<file path="src/rtcal_cfg.svh">
`ifndef RTCAL_CFG_SVH
`define RTCAL_CFG_SVH

// Register byte addresses
`define RTCAL_ADDR_A1_SECOND   8'h08
`define RTCAL_ADDR_A1_MINUTE   8'h09
`define RTCAL_ADDR_A1_HOUR     8'h0A
`define RTCAL_ADDR_A1_DAY      8'h0B
`define RTCAL_ADDR_A1_MONTH    8'h0C
`define RTCAL_ADDR_A2_MINUTE   8'h0D
`define RTCAL_ADDR_A2_HOUR     8'h0E
`define RTCAL_ADDR_A2_WEEKDAY  8'h0F
`define RTCAL_ADDR_ENABLES     8'h10
`define RTCAL_ADDR_FIRST       8'h08
`define RTCAL_ADDR_LAST        8'h10
`define RTCAL_NUM_REGS         9
`define RTCAL_IDX_ENABLES      4'h8

// Reset values
`define RTCAL_RST_SETTING      8'h00
`define RTCAL_RST_ENABLES      8'h00
`define RTCAL_RDATA_UNMAPPED   8'h00

// Field enable bit positions in the enable register
`define RTCAL_BIT_A2_WEEKDAY   7
`define RTCAL_BIT_A2_HOUR      6
`define RTCAL_BIT_A2_MINUTE    5
`define RTCAL_BIT_A1_MONTH     4
`define RTCAL_BIT_A1_DAY       3
`define RTCAL_BIT_A1_HOUR      2
`define RTCAL_BIT_A1_MINUTE    1
`define RTCAL_BIT_A1_SECOND    0
`define RTCAL_A1_EN_LSB        0
`define RTCAL_A2_EN_LSB        5
`define RTCAL_A1_FIELDS        5
`define RTCAL_A2_FIELDS        3

// Implemented bits per setting register, calendar mode
`define RTCAL_MASK_CAL_SECMIN  8'h7F
`define RTCAL_MASK_CAL_HOUR    8'h3F
`define RTCAL_MASK_CAL_DAY     8'h3F
`define RTCAL_MASK_CAL_MONTH   8'h1F
`define RTCAL_MASK_CAL_WDAY    8'h07
// Implemented bits per setting register, stop-watch mode
`define RTCAL_MASK_SW_SECMIN   8'h7F
`define RTCAL_MASK_SW_HOURS    8'hFF
`define RTCAL_MASK_ALL         8'hFF

`endif

</file>
<file path="src/rtcal_pkg.sv">
package rtcal_pkg;

  // Current time from the timekeeping counters, BCD
  typedef struct packed {
    logic [7:0] second;
    logic [7:0] minute;
    logic [7:0] hour;       // Calendar hour
    logic [7:0] day;
    logic [7:0] month;
    logic [7:0] weekday;
    logic [7:0] hr_units;   // Stop-watch hours, tens and units
    logic [7:0] hr_hundreds;// Stop-watch hours, thousands and hundreds
    logic [7:0] hr_tthous;  // Stop-watch hours, hundred and ten thousands
  } rtcal_time_t;

  // Register access from the serial interface engine
  typedef struct packed {
    logic       wr;
    logic       rd;
    logic [7:0] addr;
    logic [7:0] wdata;
  } rtcal_regreq_t;

  // Interrupt output configuration
  typedef struct packed {
    logic       primary_pulse;
    logic [1:0] primary_en;   // Bit 0 alarm 1, bit 1 alarm 2
    logic       secondary_pulse;
    logic [1:0] secondary_en;
  } rtcal_irqcfg_t;

  typedef struct packed {
    logic [8:0][7:0] setting;  // Index 0 is address 08h, index 8 the enables
    logic            first_alarm_flag;
    logic            second_alarm_flag;
    logic            first_prev_match;
    logic            second_prev_match;
    logic            irq_primary;
    logic            irq_secondary;
    logic [7:0]      rdata;
  } rtcal_state_t;

endpackage

</file>
<file path="src/rtcal_field_match.sv">
`timescale 1ns/1ps
module rtcal_field_match #(
  parameter int N = 5
) (
  input  wire logic [N-1:0][7:0] i_setting,  // Alarm settings per field
  input  wire logic [N-1:0][7:0] i_current,  // Current time per field
  input  wire logic [N-1:0]      i_enable,   // Field enables
  output logic                   o_match     // All enabled fields equal
);
  logic [N-1:0] hit;

  genvar g;
  generate
    for (g = 0; g < N; g++) begin : g_field
      assign hit[g] = ~i_enable[g] | (i_setting[g] == i_current[g]); // RULE7
    end
  endgenerate

  // No enabled field means no match at all
  assign o_match = (|i_enable) & (&hit); // RULE18
endmodule

</file>
<file path="src/rtcal_alarm.sv">
// How it works
// RULE1 - Alarm 2 settings held in BCD fields
// RULE2 - Unused alarm 2 bits ignore writes
// RULE3 - Enable bits 7..5 for alarm 2, reset 0
// RULE4 - Enable bits 4..0 for alarm 1, reset 0
// RULE5 - Calendar alarm 1 compares five enabled fields
// RULE6 - Calendar alarm 2 compares minute, hour, weekday
// RULE7 - Disabled fields excluded from the comparison
// RULE8 - Full match of enabled fields sets flag
// RULE9 - Flag stays set until host clears it
// RULE10 - Match can raise an interrupt request
// RULE11 - Stop-watch alarm 1 spans seconds to 999999 hours
// RULE12 - Stop-watch alarm 2 spans minutes to 9999 hours
// RULE13 - Mode bit picks stop-watch or calendar
// RULE14 - Calendar alarm 1 fields independently enabled
// RULE15 - Interrupt is pulse per match or level
// RULE16 - After clear, flag sets on next match
// RULE17 - Flag set on entry into match only
// RULE18 - All fields disabled never sets flag
`timescale 1ns/1ps
`include "rtcal_cfg.svh"
module rtcal_alarm (
  input  wire logic                   i_ref_clk,                 // 200 MHz clock
  input  wire logic                   i_rst,                     // Synchronous reset, active high
  input  wire rtcal_pkg::rtcal_regreq_t i_reg,                   // Register access request
  input  wire logic                   i_time_tick,               // Time counters just advanced
  input  wire rtcal_pkg::rtcal_time_t i_time,                    // Current time, BCD
  input  wire logic                   i_counter_mode_select,     // 1 stop-watch, 0 calendar
  input  wire logic                   i_clear_first_alarm_flag,  // Clear command, alarm 1
  input  wire logic                   i_clear_second_alarm_flag, // Clear command, alarm 2
  input  wire rtcal_pkg::rtcal_irqcfg_t i_irq_cfg,               // Interrupt routing and mode
  output logic [7:0]                  o_reg_rdata,               // Read data, one cycle after rd
  output logic                        o_first_alarm_flag,        // Alarm 1 flag
  output logic                        o_second_alarm_flag,       // Alarm 2 flag
  output logic                        o_irq_out_primary,         // Interrupt output A
  output logic                        o_irq_out_secondary        // Interrupt output B
);

  rtcal_pkg::rtcal_state_t state_reg;
  rtcal_pkg::rtcal_state_t state_next;

  logic [`RTCAL_A1_FIELDS-1:0][7:0] a1_setting;
  logic [`RTCAL_A1_FIELDS-1:0][7:0] a1_current;
  logic [`RTCAL_A1_FIELDS-1:0]      a1_enable;
  logic [`RTCAL_A2_FIELDS-1:0][7:0] a2_setting;
  logic [`RTCAL_A2_FIELDS-1:0][7:0] a2_current;
  logic [`RTCAL_A2_FIELDS-1:0]      a2_enable;
  logic                             a1_match;
  logic                             a2_match;
  logic                             addr_hit;
  logic [3:0]                       reg_idx;

  // Implemented bits of each register for the current counter mode
  function automatic logic [7:0] field_mask(input logic [3:0] idx, input logic sw_mode);
    logic [7:0] m;
    m = `RTCAL_MASK_ALL;
    unique case (idx)
      4'h0, 4'h1, 4'h5: m = sw_mode ? `RTCAL_MASK_SW_SECMIN : `RTCAL_MASK_CAL_SECMIN;
      4'h2, 4'h6:       m = sw_mode ? `RTCAL_MASK_SW_HOURS : `RTCAL_MASK_CAL_HOUR;
      4'h3:             m = sw_mode ? `RTCAL_MASK_SW_HOURS : `RTCAL_MASK_CAL_DAY;
      4'h4:             m = sw_mode ? `RTCAL_MASK_SW_HOURS : `RTCAL_MASK_CAL_MONTH;
      4'h7:             m = sw_mode ? `RTCAL_MASK_SW_HOURS : `RTCAL_MASK_CAL_WDAY;
      default:          m = `RTCAL_MASK_ALL;
    endcase
    return m;
  endfunction

  assign addr_hit = (i_reg.addr >= `RTCAL_ADDR_FIRST) && (i_reg.addr <= `RTCAL_ADDR_LAST);
  assign reg_idx  = 4'(i_reg.addr - `RTCAL_ADDR_FIRST);

  // Alarm 1 fields: calendar second..month, stop-watch second..hundred thousands of hours
  always_comb begin
    a1_setting = state_reg.setting[4:0];
    a1_enable  = state_reg.setting[`RTCAL_IDX_ENABLES][`RTCAL_A1_EN_LSB +: `RTCAL_A1_FIELDS]; // RULE4 RULE14
    if (i_counter_mode_select) begin // RULE13
      a1_current = {i_time.hr_tthous, i_time.hr_hundreds, i_time.hr_units,
                    i_time.minute, i_time.second}; // RULE11
    end else begin
      a1_current = {i_time.month, i_time.day, i_time.hour,
                    i_time.minute, i_time.second}; // RULE5
    end
  end

  // Alarm 2 fields: calendar minute, hour, weekday; stop-watch minute and hours to 9999
  always_comb begin
    a2_setting = state_reg.setting[7:5];
    a2_enable  = state_reg.setting[`RTCAL_IDX_ENABLES][`RTCAL_A2_EN_LSB +: `RTCAL_A2_FIELDS]; // RULE3
    if (i_counter_mode_select) begin // RULE13
      a2_current = {i_time.hr_hundreds, i_time.hr_units, i_time.minute}; // RULE12
    end else begin
      a2_current = {i_time.weekday, i_time.hour, i_time.minute}; // RULE6
    end
  end

  rtcal_field_match #(
    .N (`RTCAL_A1_FIELDS)
  ) u_match_a1 (
    .i_setting (a1_setting),
    .i_current (a1_current),
    .i_enable  (a1_enable),
    .o_match   (a1_match)
  );

  rtcal_field_match #(
    .N (`RTCAL_A2_FIELDS)
  ) u_match_a2 (
    .i_setting (a2_setting),
    .i_current (a2_current),
    .i_enable  (a2_enable),
    .o_match   (a2_match)
  );

  always_comb begin
    logic entry1;
    logic entry2;
    logic [1:0] hits;
    logic [1:0] flags;
    state_next = state_reg;
    entry1     = 1'b0;
    entry2     = 1'b0;
    hits       = 2'b00;
    flags      = 2'b00;

    // Register writes; bits not implemented in the current mode are dropped
    if (i_reg.wr && addr_hit) begin
      state_next.setting[reg_idx] = i_reg.wdata & field_mask(reg_idx, i_counter_mode_select); // RULE1 RULE2
    end

    // Read data is captured one cycle after the request
    if (i_reg.rd) begin
      if (addr_hit) begin
        state_next.rdata = state_reg.setting[reg_idx] & field_mask(reg_idx, i_counter_mode_select); // RULE2
      end else begin
        state_next.rdata = `RTCAL_RDATA_UNMAPPED;
      end
    end

    // Match is sampled only when the time advances; a flag sets on the edge into it
    if (i_time_tick) begin
      entry1 = a1_match & ~state_reg.first_prev_match;  // RULE17 RULE16
      entry2 = a2_match & ~state_reg.second_prev_match; // RULE17 RULE16
      state_next.first_prev_match  = a1_match;
      state_next.second_prev_match = a2_match;
    end

    // Set wins over a clear arriving in the same cycle
    if (i_clear_first_alarm_flag) begin
      state_next.first_alarm_flag = 1'b0; // RULE9
    end
    if (i_clear_second_alarm_flag) begin
      state_next.second_alarm_flag = 1'b0; // RULE9
    end
    if (entry1) begin
      state_next.first_alarm_flag = 1'b1; // RULE8
    end
    if (entry2) begin
      state_next.second_alarm_flag = 1'b1; // RULE8
    end

    // Pulse mode fires on every new match even with the flag still set; level follows flags
    hits  = {entry2, entry1};
    flags = {state_next.second_alarm_flag, state_next.first_alarm_flag};
    state_next.irq_primary = i_irq_cfg.primary_pulse ? |(hits & i_irq_cfg.primary_en)
                                                     : |(flags & i_irq_cfg.primary_en); // RULE10 RULE15
    state_next.irq_secondary = i_irq_cfg.secondary_pulse ? |(hits & i_irq_cfg.secondary_en)
                                                         : |(flags & i_irq_cfg.secondary_en); // RULE10 RULE15
  end

  always_ff @(posedge i_ref_clk) begin
    if (i_rst) begin
      state_reg.setting                     <= '0;
      state_reg.setting[`RTCAL_IDX_ENABLES] <= `RTCAL_RST_ENABLES; // RULE3 RULE4
      state_reg.first_alarm_flag            <= 1'b0;
      state_reg.second_alarm_flag           <= 1'b0;
      state_reg.first_prev_match            <= 1'b0;
      state_reg.second_prev_match           <= 1'b0;
      state_reg.irq_primary                 <= 1'b0;
      state_reg.irq_secondary               <= 1'b0;
      state_reg.rdata                       <= `RTCAL_RST_SETTING;
    end else begin
      state_reg <= state_next;
    end
  end

  assign o_reg_rdata         = state_reg.rdata;
  assign o_first_alarm_flag  = state_reg.first_alarm_flag;
  assign o_second_alarm_flag = state_reg.second_alarm_flag;
  assign o_irq_out_primary   = state_reg.irq_primary;
  assign o_irq_out_secondary = state_reg.irq_secondary;

endmodule

</file>
<file path="config.mk">
export PLATFORM = sky130hd
export DESIGN_NAME = rtcal_alarm
export DESIGN_NICKNAME = d
export VERILOG_FILES = /design/src/rtcal_pkg.sv /design/src/rtcal_field_match.sv /design/src/rtcal_alarm.sv
export VERILOG_INCLUDE_DIRS = /design/src /design/src/src
export SDC_FILE = /design/constraint.sdc
export NUM_CORES = 1
export LEC_CHECK = 0
export ABC_CLOCK_PERIOD_IN_PS = 4150
export BUFFER_PORTS_ARGS = -buffer_cell sky130_fd_sc_hd__clkbuf_2
export CELL_PAD_IN_SITES_DETAIL_PLACEMENT = 0
export CELL_PAD_IN_SITES_GLOBAL_PLACEMENT = 2
export CORE_MARGIN = 8
export CORE_UTILIZATION = 36
export CTS_BUF_LIST = sky130_fd_sc_hd__clkbuf_4
export DETAILED_ROUTE_END_ITERATION = 8
export PLACE_DENSITY_LB_ADDON = 0.1
export SLEW_MARGIN = 0
export SYNTH_ARGS = -nofsm -noshare
export SYNTH_HDL_FRONTEND = slang
export SYNTH_SLANG_ARGS = --single-unit
export TNS_END_PERCENT = 30
</file>
<file path="constraint.sdc">
create_clock -name i_ref_clk -period 4.15 [get_ports i_ref_clk]
set_input_delay 1.0375 -clock i_ref_clk [delete_from_list [all_inputs] [get_ports i_ref_clk]]
set_output_delay 1.0375 -clock i_ref_clk [all_outputs]
set_load 0.01 [all_outputs]
</file>
; Word-level counts from Yosys, hierarchy flattened
; Cells that the tools add are included.
[word_totals]
mem_bits_rw = 0
wordCells = 101
reg_bits = 86
mem_count = 0
latch_bits = 0
mem_bits_ro = 0
[op_classes]
n_reduce_logical = 14
n_lt_le_gt_ge = 4
bitwise_logic = 28
eq_ne = 15
div_mod_pow = 0
mul = 0
mux = 23
shifts = 0
n_addsub = 1
[ops]
columns = operator, n
row1 = bitwise mux 72 bit, 1
row2 = two-way mux 8 bit, 9
row3 = equality test 8 bit, 8
row4 = two-way mux 40 bit, 1
row5 = binary-select mux 8 bit (select 4 bit), 1
row6 = demux 8 bit (select 4 bit), 1
row7 = case mux 8 bit (4 select lines), 1
row8 = two-way mux 24 bit, 1
row9 = bitwise AND 8 bit, 2
row10 = "equality test 4 x 3 -> 1 bit, second input constant", 4
row11 = inverter 1 bit, 10
row12 = OR reduction 3 bit, 3
row13 = bitwise AND 2 bit, 4
row14 = "equality test 4 x 2 -> 1 bit, second input constant", 2
row15 = ">= comparator 8 x 4 -> 1 bit, second input constant", 1
row16 = "<= comparator 8 x 5 -> 1 bit, second input constant", 1
row17 = two-way mux 1 bit, 8
row18 = OR 1 bit, 8
row19 = OR reduction 2 bit, 4
row20 = "< comparator 4 x 5 -> 1 bit, second input constant", 1
row21 = AND reduction 5 bit, 1
row22 = OR reduction 5 bit, 1
row23 = bitwise AND 1 bit, 4
row24 = "equality test 4 x 1 -> 1 bit, second input constant", 1
row25 = other kinds (5), 7

; Logic depth before layout (Yosys ltp)
; Gate-level depths: netlist of run 1.
[depth]
word_depth = 11
depth_mapped = 9
ltp_nobuf = 7

; Modules after synthesis
; Synthesis of run 1 repeated with hierarchy kept, for this count alone.
[hier_totals]
hier_cells = 581
area_unflattened_um2 = 5061.1
[modules_own_cells]
columns = module, seq_area_each_um2, n_inst, cells_each, area_per_inst_um2
row1 = rtcal_alarm, 1721.7, 1, 488, 4282.9
row2 = rtcal_field_match at u_match_a1, 0.0, 1, 58, 485.5
row3 = rtcal_field_match at u_match_a2, 0.0, 1, 35, 292.8

; Worst setup path before layout of run 1
; No wires, ideal clock.
[synth_path]
path_kind = input -> register
from = input port i_reg[8] (netlist name)
to = register state_reg, in the netlist o_reg_rdata[5]
path_stages = 7
arrival_time_ns = 2.479
t_required_ns = 4.022
path_buffers = 2
path_slack_ns = 1.544
path_cell_list = buf_2 -> buf_2 -> mux4_2 -> a22oi_1 -> o21ai_0 -> a32oi_1 -> nor2_1
[synth_between]
elab_chain_cells = 8
[synth_rtl]
columns = item, line
row1 = start: declaration, rtcal_alarm.sv:25  ; input wire rtcal_pkg::rtcal_regreq_t i_reg,
row2 = subtractor 4 bit (no source line), -
row3 = equality test 4 x 2 -> 1 bit (tied with other cells), rtcal_alarm.sv:57  ; unique case (idx)
row4 = OR reduction 3 bit (on tied branches), -
row5 = case mux 8 bit (4 select lines), rtcal_alarm.sv:57
row6 = two-way mux 8 bit, rtcal_alarm.sv:131  ; if (addr_hit) begin
row7 = two-way mux 8 bit, rtcal_alarm.sv:130  ; if (i_reg.rd) begin
row8 = bitwise AND 8 bit, rtcal_alarm.sv:132  ; state_next.rdata = state_reg.setting[reg_idx] & field_mask(reg_idx, i_counter_mode_select);
row9 = two-way mux 8 bit *, rtcal_alarm.sv:131
row10 = end signal: assignment, rtcal_alarm.sv:181  ; state_reg <= state_next;
row11 = end: declaration, rtcal_alarm.sv:39  ; rtcal_pkg::rtcal_state_t state_reg;
; Every way passes the cells marked *; elsewhere a longest branch is shown, timed or not. The select of a mux whose other input is x is not followed.
; A chain may end at the register's enable or synchronous reset.

; Final worst setup path of run 1
[layout_path]
from = input port i_counter_mode_select
to = register state_reg, in the netlist o_irq_out_primary
[layout_between]
elab_chain_cells = 11
[layout_rtl]
columns = item, line
row1 = start: declaration, rtcal_alarm.sv:28  ; input wire logic i_counter_mode_select,
row2 = two-way mux 40 bit / two-way mux 24 bit (equally long branches), "rtcal_alarm.sv:75, rtcal_alarm.sv:88"
row3 = equality test 8 bit, rtcal_field_match.sv:15  ; assign hit[g] = ~i_enable[g] | (i_setting[g] == i_current[g]);
row4 = OR 1 bit, rtcal_field_match.sv:15
row5 = AND reduction 5 bit / AND reduction 3 bit (equally long branches), rtcal_field_match.sv:20  ; assign o_match = (|i_enable) & (&hit);
row6 = bitwise AND 1 bit, rtcal_field_match.sv:20
row7 = bitwise AND 1 bit (on tied branches), "rtcal_alarm.sv:140, rtcal_alarm.sv:141"
row8 = two-way mux 1 bit, rtcal_alarm.sv:139  ; if (i_time_tick) begin
row9 = two-way mux 1 bit (on tied branches), "rtcal_alarm.sv:153, rtcal_alarm.sv:156"
row10 = bitwise AND 2 bit, rtcal_alarm.sv:164  ; : |(flags & i_irq_cfg.primary_en);
row11 = OR reduction 2 bit, rtcal_alarm.sv:164
row12 = two-way mux 1 bit *, rtcal_alarm.sv:163  ; state_next.irq_primary = i_irq_cfg.primary_pulse ? |(hits & i_irq_cfg.primary_en)
; Every way passes the cells marked *; elsewhere a longest branch is shown, timed or not.

==> impl_metrics.csv, run 1 <==
group,metric,value,unit
outcome,outcome,"finished, final reports clean",
finish,final_core_util,41.9,%
power,ir_worst_vdd,0.127,mV
sta,hold_viol_final,0,
worst_setup_path,start_kind,"primary input",
placement,port_buffers,113,
die,start_util,36.3,%
route,vias,4334,
clock_tree,cts_hold_buf,0,
synthesis,synth_top_area_share,34.7,%
sta,slew_viol_final,0,
die,dieWidth,133,um
power,pwr-share-comb,13.4,%
synthesis,synth_top_family_by_area,"multiplexers",
power,total_power,1610,uW
sta,finalCritPeriodShare,65.3,%
finish,n_fill_cell,1406,
worst_setup_path,crit_required,4570,ps
power,pwr-share-seq,51.4,%
global_routing,grtUsageTotal,19.3,%
clock_tree,cts_buffer_depth,2,
finish,fin_nets,734,
synthesis,synth_fa_ha_area_share,0,%
synthesis,ys_types,41,
placement,post-place-ws,879,ps
global_routing,grt_max_degree,87,
die,num_rows,43,
global_routing,grt-ovfl-total,0,
finish,areaGrowthSynthToFinish,15.6,%
synthesis,synth_compound_area_share,9.16,%
route,drc,0,
power,p_int,1170,uW
clock_tree,clk_latency,490,ps
route,ant_nets,0,
finish,largest_reg_flops,40,
worst_setup_path,worst_ep_arrival_time,3130,ps
global_routing,grt_pass1_wl,26300,um
power,p_leak,0.00213,uW
run,drv_cap,0,
power,p_sw,443,uW
synthesis,syn_area,0.00496,mm^2
synthesis,yosysWarnings,0,
clock_tree,path_clk_slew,140,ps
sta,finClkSkew,17.1,ps
synthesis,async_reset_ff_share,0,%
power,pwr-share-clk,35.2,%
power,switching_share,27.5,%
clock_tree,cts.sinks,86,
sta,fin_setup_tns,0,ps
synthesis,yosys.area_share.xor_xnor,11.3,%
synthesis,synthCells,548,
sta,final.setup.worst_slack,1440,ps
placement,dp_hpwl,13200,um
clock_tree,numCtsBuffers,9,
sta,setup_viol,0,
route,drt-initial-drc-count,298,
sta,maxSlewHeadroom,32.4,%
synthesis,yosysSeqAreaShare,34.7,%
route,vias_per_cell,5.30,
route,finalWirelength,17200,um
synthesis,ys.flop_type,"dfxtp_1",
clock_tree,cts_tree,"yes",
worst_setup_path,end_kind,"flip-flop",
placement,place_congestion,0.833,
clock_tree,post_cts_resized,0,
global_routing,grt_pass1_vias,4303,
clock_tree,cts_root_buf,"clkbuf_4",
synthesis,netlist_top_cells_area,"dfxtp_1, mux2i_1, mux4_2",
clock_tree,cts_setup_buffers,0,
synthesis,postSynthAreaPerCell,9.05,um^2
die,die_h,133,um
sta,post-route-min-period,2710,ps
power,power_density,281,mW/mm^2
synthesis,synth-simple-area-share,18.3,%
worst_setup_path,crit_type,"in -> reg",
synthesis,yosys.area.top_type,"dfxtp_1",
synthesis,ys_ff_latch,86,
die,core,0.0137,mm^2
synthesis,synthMuxAreaShare,21.7,%
sta,timing.fmax,369,MHz
die,io_pins,114,
synthesis,synth_edf_count,0,
die,dieArea,0.0178,mm^2
route,drt_first_pass_iters,5,
worst_hold_path,hold_path_class,"reg -> reg",
global_routing,antenna_found_initial,1,
synthesis,syn-num-nets,650,
sta,rsz0062_at_grt,"no",
worst_setup_path,worstPathMaxFanout,18,
finish,drive_gt1_share,25.1,%
sta,worst_slew_pin_slew,1000,ps
route,wl_per_cell,21.1,um
clock_tree,h-tree-depth,3,
-- cell families (layout without fill, tap and decap cells) --
group           Yosys count  in the layout
other cells               0              1
compound gates           78             78
xor+xnor                 64             64
simple gates            188            188
flops                    86             86
buf+inv                  47            136
mux                      85             85
-- power groups by stage --
stage / sequential (uW) / clock (uW) / combinational [uW]
finish: 828 / 567 / 216
global route: 828 / 617 / 233
CTS: 828 / 579 / 218
detailed placement: 846 / 0 / 217
global placement: 846 / 0 / 214
floorplan: 845 / 0 / 127
-- through the flow --
stage	hold WS (ps)	cell area (um^2)	instances
after detailed placement	479	5570	801
after CTS	510	5730	817
after global placement	467	5570	801
after floorplan	449	4960	548
after global routing	521	5730	818
final	505	5730	818
-- cell usage in the layout, fill, tap and decap left out, types with 2 or more instances in the layout --
master	n
clkbuf_2	113
dfxtp_1	86
nand2_1	69
mux2i_1	67
nor2_1	56
a21oi_1	40
xnor2_1	40
xor2_1	24
mux4_2	16
o21ai_0	15
a22oi_1	13
nand3_1	13
nand4_1	12
clkbuf_4	10
and2_1	7
a32oi_1	5
nor2b_1	4
nand2b_1	4
nor3_1	3
inv_1	3
nor2_4	3
nor3b_1	3
buf_4	3
or3_1	2
mux2i_4	2
nor4_2	2
a21boi_1	2
nor4_1	2
clkinv_4	2
bufinv_16	2
-- area by class of cell --
cell class                 count  area [um^2]  area share [%]
timing repair buffer         117          608            10.6
clock inverter                 6         86.3            1.51
tap                          180          225            3.93
multi-input combinational    415         3000            52.4
antenna                        1         2.50          0.0437
sequential                    86         1720            30.0
inverter                       3         11.3           0.197
clock buffer                  10         75.1            1.31
-- critical path, cell delays in order --
cell and delay (ps):
clkbuf_2 260, buf_12 230, mux2i_1 290, xor2_1 180, nand4_1 90, o21ai_0 400, and4b_1 380, nand3_1 100
a21oi_1 140
-- Yosys cell counts (13+ instances only) --
cell      number
nor2_1        56
mux4_2        16
mux2i_1       67
xnor2_1       40
dfxtp_1       86
a21oi_1       40
a22oi_1       13
xor2_1        24
clkbuf_1      25
nand2_1       69
o21ai_0       15
nand3_1       13
-- worst paths after layout --
kind | from | end | slack [ps] | cells past startpoint
setup / recovery | i_counter_mode_select | o_irq_out_primary | 1440 | 9
hold / removal | o_reg_rdata[3] | o_reg_rdata[3] | 510 | 2
setup reg to reg | a1_enable[2] | o_first_alarm_flag | 2290 | 5
hold reg to reg | o_reg_rdata[3] | o_reg_rdata[3] | 510 | 2
-- routing by layer --
layer | part of all wire (%) | up-vias | global-route usage (%)
li1 | - | 2077 | -
met1 | 46 | 2050 | 26.1
met2 | 44 | 180 | 28.9
met3 | 7.0 | 27 | 4.67
met4 | 2.6 | 0 | 7.61
met5 | 0 | - | 0
Note: power is estimated with default switching activity, not from simulation.
==> inputs of run 2 (changes only) <==
--- a/config.mk
+++ b/config.mk
@@ -6,12 +6,12 @@
 export SDC_FILE = /design/constraint.sdc
 export NUM_CORES = 1
 export LEC_CHECK = 0
-export ABC_CLOCK_PERIOD_IN_PS = 4150
+export ABC_CLOCK_PERIOD_IN_PS = 2500
 export BUFFER_PORTS_ARGS = -buffer_cell sky130_fd_sc_hd__clkbuf_2
 export CELL_PAD_IN_SITES_DETAIL_PLACEMENT = 0
 export CELL_PAD_IN_SITES_GLOBAL_PLACEMENT = 2
 export CORE_MARGIN = 8
-export CORE_UTILIZATION = 36
+export CORE_UTILIZATION = 34
 export CTS_BUF_LIST = sky130_fd_sc_hd__clkbuf_4
 export DETAILED_ROUTE_END_ITERATION = 8
 export PLACE_DENSITY_LB_ADDON = 0.1
==> constraint.sdc (replaced) <==
create_clock -name i_ref_clk -period 2.5 [get_ports i_ref_clk]
set_input_delay 0.625 -clock i_ref_clk [delete_from_list [all_inputs] [get_ports i_ref_clk]]
set_output_delay 0.625 -clock i_ref_clk [all_outputs]
set_load 0.01 [all_outputs]
==> impl_metrics.csv, run 2 (synthesized netlist as in run 1, its figures left out) <==
group,metric,value,unit
outcome,outcome,"finished, final reports clean",
clock_tree,cts.sinks,86,
global_routing,grt-ovfl-total,0,
die,dieArea,0.0187,mm^2
worst_setup_path,critPathBufInv,3,
clock_tree,cts_buffer_depth,2,
placement,dp_hpwl,13900,um
worst_setup_path,timing.critical_path.from,"i_counter_mode_select",
sta,maxSlewHeadroom,13.7,%
finish,final_core_util,41.4,%
route,drt_first_pass_iters,4,
power,ir_worst_vdd,0.227,mV
finish,multi_input_area,0.00300,mm^2
finish,final_cell_mix,"clkbuf_2, dfxtp_1, nand2_1",
worst_setup_path,endpoint,"o_irq_out_secondary",
finish,antenna_cells,0,
worst_setup_path,end_kind,"flip-flop",
run,drv_cap,0,
sta,hold_viol_final,0,
die,core,0.0144,mm^2
worst_setup_path,path_cells,"clkbuf_2 -> buf_12 -> mux2i_1 -> xor2_1 -> nand4_1 -> o21ai_0 -> buf_4 -> and4b_1 -> nand3_1 -> a21oi_1",
route,drt-initial-drc-count,337,
die,num_rows,44,
clock_tree,path_clk_slew,150,ps
placement,place_congestion,0.825,
sta,worst_slew_pin_slew,1280,ps
worst_setup_path,cp.depth,10,
worst_setup_path,crit_required,2900,ps
sta,timing.fmax,480,MHz
clock_tree,clk_latency,470,ps
sta,setup_viol,0,
finish,n_fill_cell,1457,
clock_tree,cts_tree,"yes",
worst_setup_path,worst_ep_arrival_time,2490,ps
die,start_util,34.5,%
worst_setup_path,worstPathMaxFanout,12,
sta,rsz0062_at_grt,"no",
worst_setup_path,r2r-end,"o_irq_out_secondary",
clock_tree,h-tree-depth,3,
finish,drive_gt1_share,27.5,%
route,finalWirelength,17800,um
sta,finalCritPeriodShare,83.4,%
worst_hold_path,hold_path_class,"in -> reg",
placement,port_buffers,113,
worst_setup_path,crit_type,"in -> reg",
sta,finClkSkew,34.2,ps
global_routing,grtUsageTotal,19.5,%
finish,final_common_cell,"clkbuf_2",
die,dieWidth,137,um
finish,largest_reg_flops,40,
finish,areaGrowthSynthToFinish,19.8,%
global_routing,antenna_found_initial,0,
clock_tree,cts_root_buf,"clkbuf_4",
worst_setup_path,start_kind,"primary input",
global_routing,grt_pass1_vias,4455,
clock_tree,post_cts_resized,0,
route,drc,0,
die,die_h,137,um
route,vias_per_cell,5.15,
worst_setup_path,rr_worst_depth,4,
finish,fin_nets,755,
sta,post-route-min-period,2080,ps
worst_setup_path,reg2reg_from,"a2_enable[1]",
global_routing,grt_pass1_wl,27100,um
sta,whs,405,ps
global_routing,grt_max_degree,68,
power,p_leak,0.00226,uW
route,ant_nets,0,
worst_setup_path,slowest_stage,"and4b_1",
finish,seq_area,0.00172,mm^2
die,io_pins,114,
power,power_density,454,mW/mm^2
worst_setup_path,critPathMaxStageDelay,340,ps
clock_tree,cts_setup_buffers,0,
clock_tree,cts_hold_buf,0,
worst_setup_path,crit_family,"simple AND/OR/NAND/NOR gates",
route,vias,4336,
route,wl_per_cell,21.1,um
sta,slew_viol_final,0,
worst_setup_path,rrSetupSlack,570,ps
clock_tree,numCtsBuffers,9,
[run 2: worst min path at each step]
stage	cells past startpoint	end	slack, ps	start
finish	3	o_irq_out_primary	410	i_irq_cfg[3]
global route	3	o_irq_out_primary	400	i_irq_cfg[3]
CTS	3	o_irq_out_primary	370	i_irq_cfg[3]
detailed placement	2	o_reg_rdata[6]	480	o_reg_rdata[6]
global placement	2	o_reg_rdata[3]	470	o_reg_rdata[3]
floorplan	2	a1_enable[0]	450	a1_enable[0]
[run 2: area by class of cell]
cell class / count / share of cell area [%]
Clock inverter: 7 / 1.60
Sequential cell: 86 / 29.0
Timing Repair Buffer: 138 / 13.7
Multi-Input combinational cell: 415 / 50.5
Clock buffer: 9 / 1.14
Inverter: 3 / 0.190
Tap cell: 184 / 3.87
[run 2: per-stage QoR]
stage	TNS [ps]	setup slack (ps)	cells	cell area [um^2]	power [uW]
after floorplan	0	306	548	4960	1610
after global placement	-3.82	-3.45	826	5780	1790
after detailed placement	-153	-87.5	826	5780	1800
after CTS	0	421	842	5940	2730
after global routing	0	291	842	5940	2820
final	0	416	842	5940	2700
[run 2: tightest hold or removal path: stages]
cell and delay [ps]:
clkbuf_2 90, nand3_1 70, a21oi_1 60
[run 2: routing by layer]
metal | vias up | share of wire, % | GRT usage (%)
li1 | 2113 | - | -
met1 | 2063 | 46 | 25.6
met5 | - | 0 | 0
met4 | 0 | 2.1 | 7.14
met3 | 22 | 6.7 | 3.60
met2 | 138 | 46 | 31.0
[run 2: where the power goes]
| group | total [uW] | switching [uW] | internal, uW |
|---|---|---|---|
| Clock | 930 | 521 | 409 |
| Combinational | 390 | 215 | 175 |
| Sequential | 1370 | 1.77 | 1370 |
==> inputs of run 3 (changes only) <==
--- a/config.mk
+++ b/config.mk
@@ -6,7 +6,7 @@
 export SDC_FILE = /design/constraint.sdc
 export NUM_CORES = 1
 export LEC_CHECK = 0
-export ABC_CLOCK_PERIOD_IN_PS = 2500
+export ABC_CLOCK_PERIOD_IN_PS = 1950
 export BUFFER_PORTS_ARGS = -buffer_cell sky130_fd_sc_hd__clkbuf_2
 export CELL_PAD_IN_SITES_DETAIL_PLACEMENT = 0
 export CELL_PAD_IN_SITES_GLOBAL_PLACEMENT = 2
==> constraint.sdc (replaced) <==
create_clock -name i_ref_clk -period 1.95 [get_ports i_ref_clk]
set_input_delay 0.4875 -clock i_ref_clk [delete_from_list [all_inputs] [get_ports i_ref_clk]]
set_output_delay 0.4875 -clock i_ref_clk [all_outputs]
set_load 0.01 [all_outputs]
==> impl_metrics.csv, run 3 (synthesized netlist as in run 1, its figures left out) <==
group,metric,value,unit
sta,fin_setup_tns,0,ps
clock_tree,cts_setup_buffers,0,
die,io_pins,114,
route,drt-initial-drc-count,299,
clock_tree,numCtsBuffers,9,
clock_tree,cts_tree,"yes",
sta,post-route-min-period,1890,ps
die,num_rows,44,
worst_setup_path,slowest_stage,"dfxtp_1",
sta,maxSlewHeadroom,59.8,%
worst_setup_path,start_kind,"flip-flop",
worst_setup_path,crit_required,2370,ps
finish,final_common_cell,"clkbuf_2",
worst_setup_path,critPathBufInv,1,
clock_tree,cts.sinks,86,
worst_setup_path,path_cells,"xnor2_1 -> nand4_1 -> o21ai_0 -> o311ai_0 -> buf_4 -> nor4_4 -> a21oi_1 -> a21oi_1",
route,vias,4494,
sta,hold_viol_final,0,
placement,dp_hpwl,14200,um
placement,dp.cells,854,
power,p_leak,0.00245,uW
worst_setup_path,crit_type,"reg -> reg",
finish,fin_nets,785,
finish,n_fill_cell,1431,
route,drc,0,
clock_tree,cts_buffer_depth,2,
worst_setup_path,crit_top_cell,"a21oi_1",
die,dieArea,0.0187,mm^2
clock_tree,h-tree-depth,3,
finish,areaGrowthSynthToFinish,29.0,%
sta,setup_viol,0,
route,drt_first_pass_iters,4,
sta,timing.fmax,529,MHz
die,die_h,137,um
worst_setup_path,critPathMaxStageDelay,410,ps
sta,worst_slew_pin_slew,603,ps
route,ant_nets,0,
run,drv_cap,0,
route,vias_per_cell,5.15,
die,core,0.0144,mm^2
sta,slew_viol_final,0,
finish,drive_gt1_share,32.4,%
placement,port_buffers,113,
die,start_util,34.5,%
worst_hold_path,hold_path_class,"in -> reg",
global_routing,grt_max_degree,55,
power,ir_worst_vdd,0.231,mV
sta,finClkSkew,14.5,ps
worst_setup_path,worstPathMaxFanout,3,
sta,finalCritPeriodShare,96.9,%
global_routing,grt-ovfl-total,0,
route,finalWirelength,18400,um
clock_tree,path_clk_slew,160,ps
worst_setup_path,end_kind,"flip-flop",
power,power_density,563,mW/mm^2
global_routing,grt_pass1_vias,4537,
placement,place_congestion,0.840,
global_routing,grtUsageTotal,19.5,%
finish,largest_reg_flops,40,
global_routing,antenna_found_initial,2,
clock_tree,clk_latency,480,ps
global_routing,grt_pass1_wl,26900,um
outcome,outcome,"finished, final reports clean",
route,wl_per_cell,21.1,um
clock_tree,cts_root_buf,"clkbuf_4",
finish,final_cell_mix,"clkbuf_2, dfxtp_1, nand2_1",
finish,fin_cells,873,
worst_setup_path,worst_ep_arrival_time,2310,ps
worst_setup_path,crit_family,"compound AO/OA/AOI/OAI gates",
die,dieWidth,137,um
## run 3: cell count changes in the layout (fill, tap and decap cells not counted), moves of 4 or more
cell and delta:
buf_4 +20, mux2i_1 -6, buf_12 +9, mux2i_2 +4
## run 3: where the power goes
part	internal, uW	switching (uW)	total (uW)
Sequential	1760	2.17	1760
Combinational	280	300	580
Clock	542	719	1260
## run 3: layout make-up
type	instances	area (um^2)	share of cell area, %
diodes	1	2.50	0.0391
clock buffers	9	67.6	1.06
clock inverters	7	105	1.64
inverters	3	11.3	0.176
multi-input cells	415	3070	47.9
flip-flops and latches	86	1720	26.9
well taps	184	230	3.60
repair buffers	168	1190	18.6
## run 3: stage by stage
step	total power, uW	utilization, %	hold WS, ps	setup WS (ps)	cell area, um^2
final	3600	44.5	274	60.1	6400
after global routing	3740	44.5	256	-13.6	6400
after CTS	3610	43.8	239	14.5	6290
after detailed placement	2350	42.5	476	-555	6110
after global placement	2340	42.5	469	-391	6110
after floorplan	2070	-	449	-64.0	4980
## run 3: worst paths after layout
kind / startpoint / to / slack, ps / depth (start not counted)
worst max-delay path: a2_setting[3] / o_irq_out_secondary / 60 / 8
worst min-delay path: i_irq_cfg[3] / o_irq_out_primary / 270 / 3
worst max register to register: a2_setting[3] / o_irq_out_secondary / 60 / 8
worst min register to register: a1_enable[1] / a1_enable[1] / 510 / 2
## run 3: repair_timing
action,CTS,global route
gates cloned,0,2
resized for setup,1,14
hold buffers,0,0
setup endpoints to repair,2,3
pin swaps,0,3
## run 3: per-layer routing
metal / vias to the layer above / GRT usage (%) / share of wire, %
met5: - / 0 / 0.071
met3: 21 / 4.15 / 6.3
met4: 2 / 6.16 / 1.6
met2: 145 / 31.3 / 46
li1: 2182 / - / -
met1: 2144 / 25.4 / 46
## run 3: worst register-to-register path, cell delays in order (launching register included)
cell      delay (ps)
dfxtp_1          410
xnor2_1          140
nand4_1          120
o21ai_0          160
o311ai_0         200
buf_4            200
nor4_4           330
a21oi_1          130
a21oi_1          140
